File: src/rtl/idi_map.svh
`ifndef IDI_MAP_SVH
`define IDI_MAP_SVH

// ----------------------------------------------------------------------
// Register indices; byte address is four times the index.
// ----------------------------------------------------------------------
`define IDI_IDX_ANG_Y_LOW 8'h28
`define IDI_IDX_ANG_Y_HIGH 8'h2a
`define IDI_IDX_ANG_Z_LOW 8'h2c
`define IDI_IDX_ANG_Z_HIGH 8'h2e
`define IDI_IDX_VEL_X_LOW 8'h30
`define IDI_IDX_VEL_X_HIGH 8'h32
`define IDI_IDX_DECIMATION 8'h64
`define IDI_IDX_CONTROL 8'h70
`define IDI_IDX_STATUS 8'h72

// ----------------------------------------------------------------------
// Reset values and fields.
// ----------------------------------------------------------------------
`define IDI_DEC_RESET 16'h0000
`define IDI_CTRL_EN_RESET 1'b1
`define IDI_CTRL_EN_BIT 0
`define IDI_ADDR_HI_ZERO 2'b00

// ----------------------------------------------------------------------
// Channels, scaling and sizing.
// ----------------------------------------------------------------------
`define IDI_NCH 3
`define IDI_CH_ANG_Y 0
`define IDI_CH_ANG_Z 1
`define IDI_CH_VEL_X 2
`define IDI_OUT_SHIFT 4
`define IDI_RES_MAX 40'sh007fffffff
`define IDI_RES_MIN 40'shff80000000
`define IDI_RES_MOST_NEG 32'h80000000
`define IDI_FS_SPS 2000
`define IDI_FIFO_DEPTH 8
`define IDI_FIFO_WIDTH 48
`define IDI_RESP_OKAY 2'b00
`define IDI_RESP_SLVERR 2'b10

`endif

File: src/rtl/idi_pkg.sv
package idi_pkg;

  typedef logic signed [39:0] idi_acc_t;

  typedef struct packed {
    logic aw_have;
    logic [11:0] aw_addr;
    logic w_have;
    logic [31:0] w_data;
    logic [3:0] w_strb;
    logic bvalid;
    logic [1:0] bresp;
    logic rvalid;
    logic [31:0] rdata;
    logic [1:0] rresp;
    logic [15:0] dec;
    logic enable;
    logic [15:0] cnt;
    logic [2:0][39:0] acc;
    logic [2:0][15:0] prev;
    logic [2:0][31:0] res;
    logic [15:0] upd_cnt;
    logic drdy;
  } idi_state_t;

endpackage

File: src/rtl/idi_fifo.sv
`timescale 1ns/1ps
module idi_fifo #(
  parameter int WIDTH = 48,
  parameter int DEPTH = 8
) (
  // Clock and reset
  input wire logic aclk,
  input wire logic aresetn,
  // Filling side
  input wire logic in_valid,
  output logic in_ready,
  input wire logic [WIDTH-1:0] in_data,
  // Draining side
  output logic out_valid,
  input wire logic out_ready,
  output logic [WIDTH-1:0] out_data
);

  localparam int AW = $clog2(DEPTH);

  typedef struct packed {
    logic [DEPTH-1:0][WIDTH-1:0] mem;
    logic [AW:0] wp;
    logic [AW:0] rp;
  } idi_fifo_state_t;

  idi_fifo_state_t q;
  idi_fifo_state_t d;
  logic full;
  logic empty;

  assign empty = (q.wp == q.rp);
  assign full = (q.wp[AW] != q.rp[AW]) && (q.wp[AW-1:0] == q.rp[AW-1:0]);
  assign in_ready = !full;
  assign out_valid = !empty;
  assign out_data = q.mem[q.rp[AW-1:0]];

  always_comb begin
    d = q;
    if (in_valid && !full) begin
      d.mem[q.wp[AW-1:0]] = in_data;
      d.wp = q.wp + 1'b1;
    end
    if (out_ready && !empty) begin
      d.rp = q.rp + 1'b1;
    end
  end

  always_ff @(posedge aclk) begin
    if (!aresetn) begin
      q <= '0;
    end else begin
      q <= d;
    end
  end

endmodule

File: src/rtl/idi_top.sv
// The AXI4-Lite register port was chosen for this implementation.
`timescale 1ns/1ps
// Contract
// Z delta angle low half is a read-only register at index 0x2c with no defined reset value.
// Z delta angle high half is a read-only register at index 0x2e, twos complement, zero as 0.
// Y delta angle high half uses the same twos complement encoding with zero as 0.
// Each axis high register holds the upper and low the lower half of one 32-bit result.
// Each delta velocity axis has exactly one low and one high output register.
// Delta velocity sums each sample plus its predecessor over D samples, scaled by 1/(2fs).
// D is the decimation setting plus one; one result per D samples, the sum restarting each time.
// Each delta velocity result is the change since the previous update, not absolute velocity.
// With the internal sample clock the integration assumes a nominal 2000 SPS.
// The host may measure data ready at decimation 0 and rescale results by 2000 over that rate.
// X delta velocity low half is a read-only register at index 0x30 with no defined reset value.
// X delta velocity high half is a read-only register at index 0x32, twos complement, zero 0.
// Delta angle uses the same trapezoidal integration of rate samples over D samples.
// Low and high halves of an axis update together from the same result.

`include "idi_map.svh"

module idi_top
  import idi_pkg::*;
(
  // Clock and reset
  input wire logic aclk,
  input wire logic aresetn,
  // Sample stream
  input wire logic smp_valid,
  output logic smp_ready,
  input wire logic [15:0] rate_y,
  input wire logic [15:0] rate_z,
  input wire logic [15:0] accel_x,
  // Data ready
  output logic data_ready_pin,
  // Write address channel
  input wire logic [11:0] s_axi_awaddr,
  input wire logic [2:0] s_axi_awprot,
  input wire logic s_axi_awvalid,
  output logic s_axi_awready,
  // Write data channel
  input wire logic [31:0] s_axi_wdata,
  input wire logic [3:0] s_axi_wstrb,
  input wire logic s_axi_wvalid,
  output logic s_axi_wready,
  // Write response channel
  output logic [1:0] s_axi_bresp,
  output logic s_axi_bvalid,
  input wire logic s_axi_bready,
  // Read address channel
  input wire logic [11:0] s_axi_araddr,
  input wire logic [2:0] s_axi_arprot,
  input wire logic s_axi_arvalid,
  output logic s_axi_arready,
  // Read data channel
  output logic [31:0] s_axi_rdata,
  output logic [1:0] s_axi_rresp,
  output logic s_axi_rvalid,
  input wire logic s_axi_rready
);

  // --------------------------------------------------------------------
  // State and sample buffer.
  // --------------------------------------------------------------------
  idi_state_t q;
  idi_state_t d;
  logic fifo_valid;
  logic fifo_ready;
  logic [`IDI_FIFO_WIDTH-1:0] fifo_data;
  logic pop;

  idi_fifo #(
    .WIDTH(`IDI_FIFO_WIDTH),
    .DEPTH(`IDI_FIFO_DEPTH)
  ) u_fifo (
    .aclk(aclk),
    .aresetn(aresetn),
    .in_valid(smp_valid),
    .in_ready(smp_ready),
    .in_data({accel_x, rate_z, rate_y}),
    .out_valid(fifo_valid),
    .out_ready(fifo_ready),
    .out_data(fifo_data)
  );

  // Draining stalls while integration is disabled, so the buffer fills.
  assign fifo_ready = q.enable;
  assign pop = fifo_valid && q.enable;

  // --------------------------------------------------------------------
  // Decoding helpers.
  // --------------------------------------------------------------------
  function automatic logic [7:0] word_index(input logic [11:0] addr);
    word_index = addr[9:2];
  endfunction

  function automatic logic is_mapped(input logic [11:0] addr);
    logic [7:0] idx;
    idx = word_index(addr);
    is_mapped = 1'b0;
    if (addr[11:10] == `IDI_ADDR_HI_ZERO) begin
      unique case (idx)
        `IDI_IDX_ANG_Y_LOW, `IDI_IDX_ANG_Y_HIGH,
        `IDI_IDX_ANG_Z_LOW, `IDI_IDX_ANG_Z_HIGH,
        `IDI_IDX_VEL_X_LOW, `IDI_IDX_VEL_X_HIGH,
        `IDI_IDX_DECIMATION, `IDI_IDX_CONTROL, `IDI_IDX_STATUS: begin
          is_mapped = 1'b1;
        end
        default: begin
          is_mapped = 1'b0;
        end
      endcase
    end
  endfunction

  function automatic logic [15:0] merge16(input logic [15:0] old, input logic [31:0] data,
                                          input logic [3:0] strb);
    merge16 = old;
    if (strb[0]) begin
      merge16[7:0] = data[7:0];
    end
    if (strb[1]) begin
      merge16[15:8] = data[15:8];
    end
  endfunction

  // Signed saturation keeps overflow at full scale instead of wrapping.
  function automatic logic [31:0] sat32(input idi_acc_t v);
    if (v > `IDI_RES_MAX) begin
      sat32 = 32'(`IDI_RES_MAX);
    end else if (v < `IDI_RES_MIN) begin
      sat32 = `IDI_RES_MOST_NEG;
    end else begin
      sat32 = v[31:0];
    end
  endfunction

  function automatic logic [31:0] read_word(input logic [11:0] addr);
    logic [15:0] val;
    val = 16'h0000;
    if (addr[11:10] == `IDI_ADDR_HI_ZERO) begin
      unique case (word_index(addr))
        `IDI_IDX_ANG_Y_LOW: val = q.res[`IDI_CH_ANG_Y][15:0];
        `IDI_IDX_ANG_Y_HIGH: val = q.res[`IDI_CH_ANG_Y][31:16];
        `IDI_IDX_ANG_Z_LOW: val = q.res[`IDI_CH_ANG_Z][15:0];
        `IDI_IDX_ANG_Z_HIGH: val = q.res[`IDI_CH_ANG_Z][31:16];
        `IDI_IDX_VEL_X_LOW: val = q.res[`IDI_CH_VEL_X][15:0];
        `IDI_IDX_VEL_X_HIGH: val = q.res[`IDI_CH_VEL_X][31:16];
        `IDI_IDX_DECIMATION: val = q.dec;
        `IDI_IDX_CONTROL: val[`IDI_CTRL_EN_BIT] = q.enable;
        `IDI_IDX_STATUS: val = q.upd_cnt;
        default: val = 16'h0000;
      endcase
    end
    read_word = {16'h0000, val};
  endfunction

  // --------------------------------------------------------------------
  // Port drive.
  // --------------------------------------------------------------------
  assign s_axi_awready = !q.aw_have;
  assign s_axi_wready = !q.w_have;
  assign s_axi_bvalid = q.bvalid;
  assign s_axi_bresp = q.bresp;
  assign s_axi_arready = !q.rvalid;
  assign s_axi_rvalid = q.rvalid;
  assign s_axi_rdata = q.rdata;
  assign s_axi_rresp = q.rresp;
  assign data_ready_pin = q.drdy;

  // --------------------------------------------------------------------
  // Next state.
  // --------------------------------------------------------------------
  always_comb begin
    logic [7:0] widx;
    logic [15:0] wval;
    logic last;
    idi_acc_t cur;
    idi_acc_t term;
    idi_acc_t sum;
    widx = 8'h00;
    wval = 16'h0000;
    last = 1'b0;
    cur = '0;
    term = '0;
    sum = '0;
    d = q;
    d.drdy = 1'b0;

    // Write address and data are taken in either order.
    if (s_axi_awvalid && !q.aw_have) begin
      d.aw_have = 1'b1;
      d.aw_addr = s_axi_awaddr;
    end
    if (s_axi_wvalid && !q.w_have) begin
      d.w_have = 1'b1;
      d.w_data = s_axi_wdata;
      d.w_strb = s_axi_wstrb;
    end
    if (q.bvalid && s_axi_bready) begin
      d.bvalid = 1'b0;
    end else if (q.aw_have && q.w_have && !q.bvalid) begin
      d.aw_have = 1'b0;
      d.w_have = 1'b0;
      d.bvalid = 1'b1;
      d.bresp = is_mapped(q.aw_addr) ? `IDI_RESP_OKAY : `IDI_RESP_SLVERR;
      widx = word_index(q.aw_addr);
      if (is_mapped(q.aw_addr) && widx == `IDI_IDX_DECIMATION) begin
        d.dec = merge16(q.dec, q.w_data, q.w_strb);
      end
      if (is_mapped(q.aw_addr) && widx == `IDI_IDX_CONTROL) begin
        wval = merge16({15'h0000, q.enable}, q.w_data, q.w_strb);
        d.enable = wval[`IDI_CTRL_EN_BIT];
      end
    end

    // Read answer is registered one cycle after the address is taken.
    if (s_axi_arvalid && !q.rvalid) begin
      d.rvalid = 1'b1;
      d.rdata = read_word(s_axi_araddr);
      d.rresp = is_mapped(s_axi_araddr) ? `IDI_RESP_OKAY : `IDI_RESP_SLVERR;
    end else if (q.rvalid && s_axi_rready) begin
      d.rvalid = 1'b0;
    end

    // Trapezoidal integration of each channel over D samples.
    if (pop) begin
      last = (q.cnt >= q.dec);
      for (int ch = 0; ch < `IDI_NCH; ch++) begin
        cur = idi_acc_t'($signed(fifo_data[ch*16 +: 16]));
        term = cur + idi_acc_t'($signed(q.prev[ch]));
        sum = q.acc[ch] + term;
        d.prev[ch] = fifo_data[ch*16 +: 16];
        if (last) begin
          // The 1/(2fs) factor is a fixed binary weight of the output LSB.
          d.res[ch] = sat32(sum <<< `IDI_OUT_SHIFT);
          d.acc[ch] = '0;
        end else begin
          d.acc[ch] = sum;
        end
      end
      if (last) begin
        d.cnt = 16'h0000;
        d.upd_cnt = q.upd_cnt + 16'h0001;
        d.drdy = 1'b1;
      end else begin
        d.cnt = q.cnt + 16'h0001;
      end
    end
  end

  // --------------------------------------------------------------------
  // State register.
  // --------------------------------------------------------------------
  always_ff @(posedge aclk) begin
    if (!aresetn) begin
      q <= '0;
      q.dec <= `IDI_DEC_RESET;
      q.enable <= `IDI_CTRL_EN_RESET;
    end else begin
      q <= d;
    end
  end

endmodule

File: config.mk
export PLATFORM = sky130hd
export DESIGN_NAME = idi_top
export DESIGN_NICKNAME = d
export VERILOG_FILES = /design/src/rtl/idi_pkg.sv /design/src/rtl/idi_fifo.sv /design/src/rtl/idi_top.sv
export VERILOG_INCLUDE_DIRS = /design/src /design/src/rtl
export SDC_FILE = /design/constraint.sdc
export NUM_CORES = 2
export LEC_CHECK = 0
export BUFFER_PORTS_ARGS = -buffer_cell sky130_fd_sc_hd__clkbuf_2
export CORE_MARGIN = 8
export CORE_UTILIZATION = 50
export CTS_BUF_LIST = sky130_fd_sc_hd__clkbuf_16
export CTS_CLUSTER_SIZE = 30
export DETAILED_ROUTE_END_ITERATION = 8
export GPL_TIMING_DRIVEN = 0
export PLACE_DENSITY = 0.69
export SYNTH_ARGS = -nofsm -noshare
export SYNTH_HDL_FRONTEND = slang
export SYNTH_SLANG_ARGS = --single-unit
File: constraint.sdc
create_clock -name aclk -period 8.5 [get_ports aclk]
set_input_delay 0.425 -clock aclk [delete_from_list [all_inputs] [get_ports aclk]]
set_output_delay 0.425 -clock aclk [all_outputs]
set_load 0.1 [all_outputs]
==> flow_summary.yaml <==
status:
  status: "finished, final reports clean"
global_route:
  grt_pass1_vias: 32003
  gr-total-overflow: 0
  grt_pass1_wl_um: 184800
  track_usage_pct: 25.92
  grt_antenna_before_repair: 6
  grt_max_degree: 24
worst_setup_path:
  worst_path_max_delay_cell: "clkbuf_1"
  worstPathRequired_ns: 9.03
  cp-end-kind: "register"
  r2r-end: "q[41]"
  crit_arrival_ns: 8.59
  crit_type: "register to register"
  setup.worst_path.start_class: "register"
  slowest_delay_ns: 0.94
  path_delay_family: "compound AO/OA/AOI/OAI gates"
  crit_buf_inv: 6
  path_max_fanout: 10
  crit_path_frequent_cell: "a21oi_1"
  timing.rr.start: "u_fifo.q[2]"
  reg2reg_slack_ns: 0.44
  ff2ff_path_depth: 30
timing:
  finalSetupViolCount: 0
  worst_pin_slew_ns: 1.228
  layout_min_cycle_time_ns: 8.061
  drv_slew: 0
  setup_ws_ns: 0.4393
  hold_viol: 0
  slew-limit-headroom_pct: 17.84
  fin_skew_ns: 0.03207
  holdWs_ns: 0.02818
  max_freq_ghz: 0.1241
  period_share_pct: 94.83
clock_tree:
  cts_root_buffer: "clkbuf_16"
  clock_latency_ns: 0.65
  clock-sinks: 735
  path_clk_slew_ns: 0.06
  cts_tree: "yes"
  htreeDepth: 3
  cts_buffers: 81
  clk_path_buf_depth: 3
routing:
  finalWirelength_um: 120000
  viasPerCell: 5.732
  drt_iter0_markers: 2643
  drtAntennaViolNets: 0
  drt_pass1_iterations: 8
  vias: 33616
  drc: 0
  wl_per_cell_um: 20.46
synthesis:
  yosys_most_used_dff: "dfxtp_1"
  synth_top_cell_by_area: "dfxtp_1"
  yosysTopAreaCellShare_pct: 37.28
  syn_area_per_cell_um2: 8.652
  synth_edf_count: 0
  syn_inst: 4562
  yosys-top-cells-area: "dfxtp_1, nand2_1, a21boi_0, ha_1, mux4_2"
  ys_async_sr_fraction_pct: 0
  ys_seq_area_share_pct: 37.28
  synth.ff_latch_count: 735
  ys_warn_count: 0
  syn-cell-area_mm2: 0.03947
  ys_types: 85
min_path:
  min_from: "s_axi_awaddr[7]"
  hold_depth: 3
  min_path_type: "primary input to register"
  min_delay_worst_endpoint: "q[396]"
floorplanning:
  start_util_pct: 50.21
  pin_count: 165
  core_mm2: 0.07861
  num_rows: 103
  die_area_mm2: 0.08819
  die_y_um: 297.0
  die_w_um: 297.0
pwr:
  cellPowerDensity_mw_per_mm2: 235.1
  fin_total_pwr_mw: 10.37
  ir_worst_vdd_v: 0.0001683
  leakagePower_nw: 16.93
placement:
  dp_slack_ns: -1.780
  place_hpwl_um: 89090
  place.port_buffers: 70
  gp_congestion: 0.9389
  post-place-cells: 5700
flow_run:
  maxCapViolCount: 0
cells_and_area:
  areaGrowthSynthToFinish_pct: 11.77
  drive_above_1_share_pct: 9.663
  layout.cells.non_filler: 5865
  final_nets: 5058
  utilization_pct: 56.12
registers in the layout, indices dropped and copies added, names as in the netlist:
signal	cells
q	321
s_axi_rvalid	1
data_ready_pin	1
fifo_ready	1
s_axi_rresp	1
s_axi_rdata	16
s_axi_bresp	1
u_fifo.q	392
s_axi_bvalid	1
synth_stat cells, types with 74 or more instances:
cell type,count
nor2_1,136
mux4_2,96
xnor2_1,109
o21ai_0,79
dfxtp_1,735
a221o_1,83
clkbuf_1,254
nor2b_1,132
ha_1,182
a21boi_0,491
a21o_1,74
a22oi_1,88
inv_1,78
a21oi_1,160
nand2_1,1088
cells in the final DEF (no fill, tap or decap), types with 23 or more instances in the layout:
cell type / count
xor2_1: 61
nor2b_1: 132
a21oi_1: 158
a21boi_0: 491
mux2_2: 45
xnor2_1: 109
nand3_1: 61
nand2b_1: 23
ha_1: 182
dfxtp_1: 735
and2_1: 44
mux2i_1: 34
clkbuf_1: 239
nand4_1: 28
a22oi_1: 88
mux4_2: 96
a21o_1: 74
nor2_1: 134
buf_4: 58
a31oi_1: 34
and3_1: 29
clkbuf_2: 113
inv_1: 104
nor3_1: 43
a221o_1: 83
o21ai_0: 78
nand2_1: 1087
o21a_1: 32
o21bai_1: 25
clkbuf_16: 82
worst min-delay path, stage by stage:
cell	delay, ns
clkbuf_2	0.08
nand2_1	0.06
a21boi_0	0.07
stage by stage:
| step | TNS (ns) | cell area [um2] |
|---|---|---|
| after floorplan | 0 | 39530 |
| after global placement | -119.81 | 41200 |
| after detailed placement | -123.87 | 41200 |
| after CTS | 0 | 44000 |
| after global routing | -0.5786 | 44110 |
| final | 0 | 44120 |
repair_timing:
| action | CTS | global route |
|---|---|---|
| endpoints found under the hold margin | 14 | 0 |
| buffers inserted | 0 | 0 |
| hold buffers | 14 | 0 |
| endpoints found under the setup margin | 107 | 84 |
| gates cloned | 1 | 0 |
| gates resized for setup | 37 | 43 |
| pin swaps | 0 | 1 |
metal layers:
layer	global-route usage, %	part of all wire (%)	vias to the layer above
met1	33.86	43	15930
met2	42.58	46	1127
li1	-	-	16291
met4	10.14	4.0	6
met5	0	0.038	-
met3	4.481	6.8	262
where the power goes:
group          switching [mW]  internal [mW]
registers               0.171           3.68
clock network            1.51           1.91
logic                    2.06           1.04
total                    3.74           6.63
kinds of logic after synthesis:
kind of cell | Yosys count | share of synthesized area, %
buf+inv | 450 | 4.980
other cells | 1 | 0.009501
fa+ha+maj | 188 | 6.074
compound gates | 1197 | 22.01
simple gates | 1642 | 18.12
mux | 178 | 7.700
flops | 735 | 37.28
xor+xnor | 171 | 3.833
worst max-delay path by stage:
| stage | start | to | cells past startpoint |
|---|---|---|---|
| finish | u_fifo.q[2] | q[41] | 30 |
| global route | u_fifo.q[0] | q[30] | 32 |
| CTS | u_fifo.q[0] | q[76] | 31 |
| detailed placement | u_fifo.q[0] | q[55] | 27 |
| global placement | u_fifo.q[0] | q[79] | 27 |
| floorplan | u_fifo.q[0] | q[39] | 32 |
final cells by class:
cell class	count	area (um2)
fillers	7243	34500
multi-input cells	3394	22960
flip-flops and latches	735	14710
clock buffers	82	2052
plain buffers	372	1769
well taps	1050	1314
repair buffers	85	498.0
clock inverters	65	495.5
inverters	78	296.5
repair inverters	1	7.507
diodes	3	7.507
No activity file was read; power rests on OpenSTA's default activity.
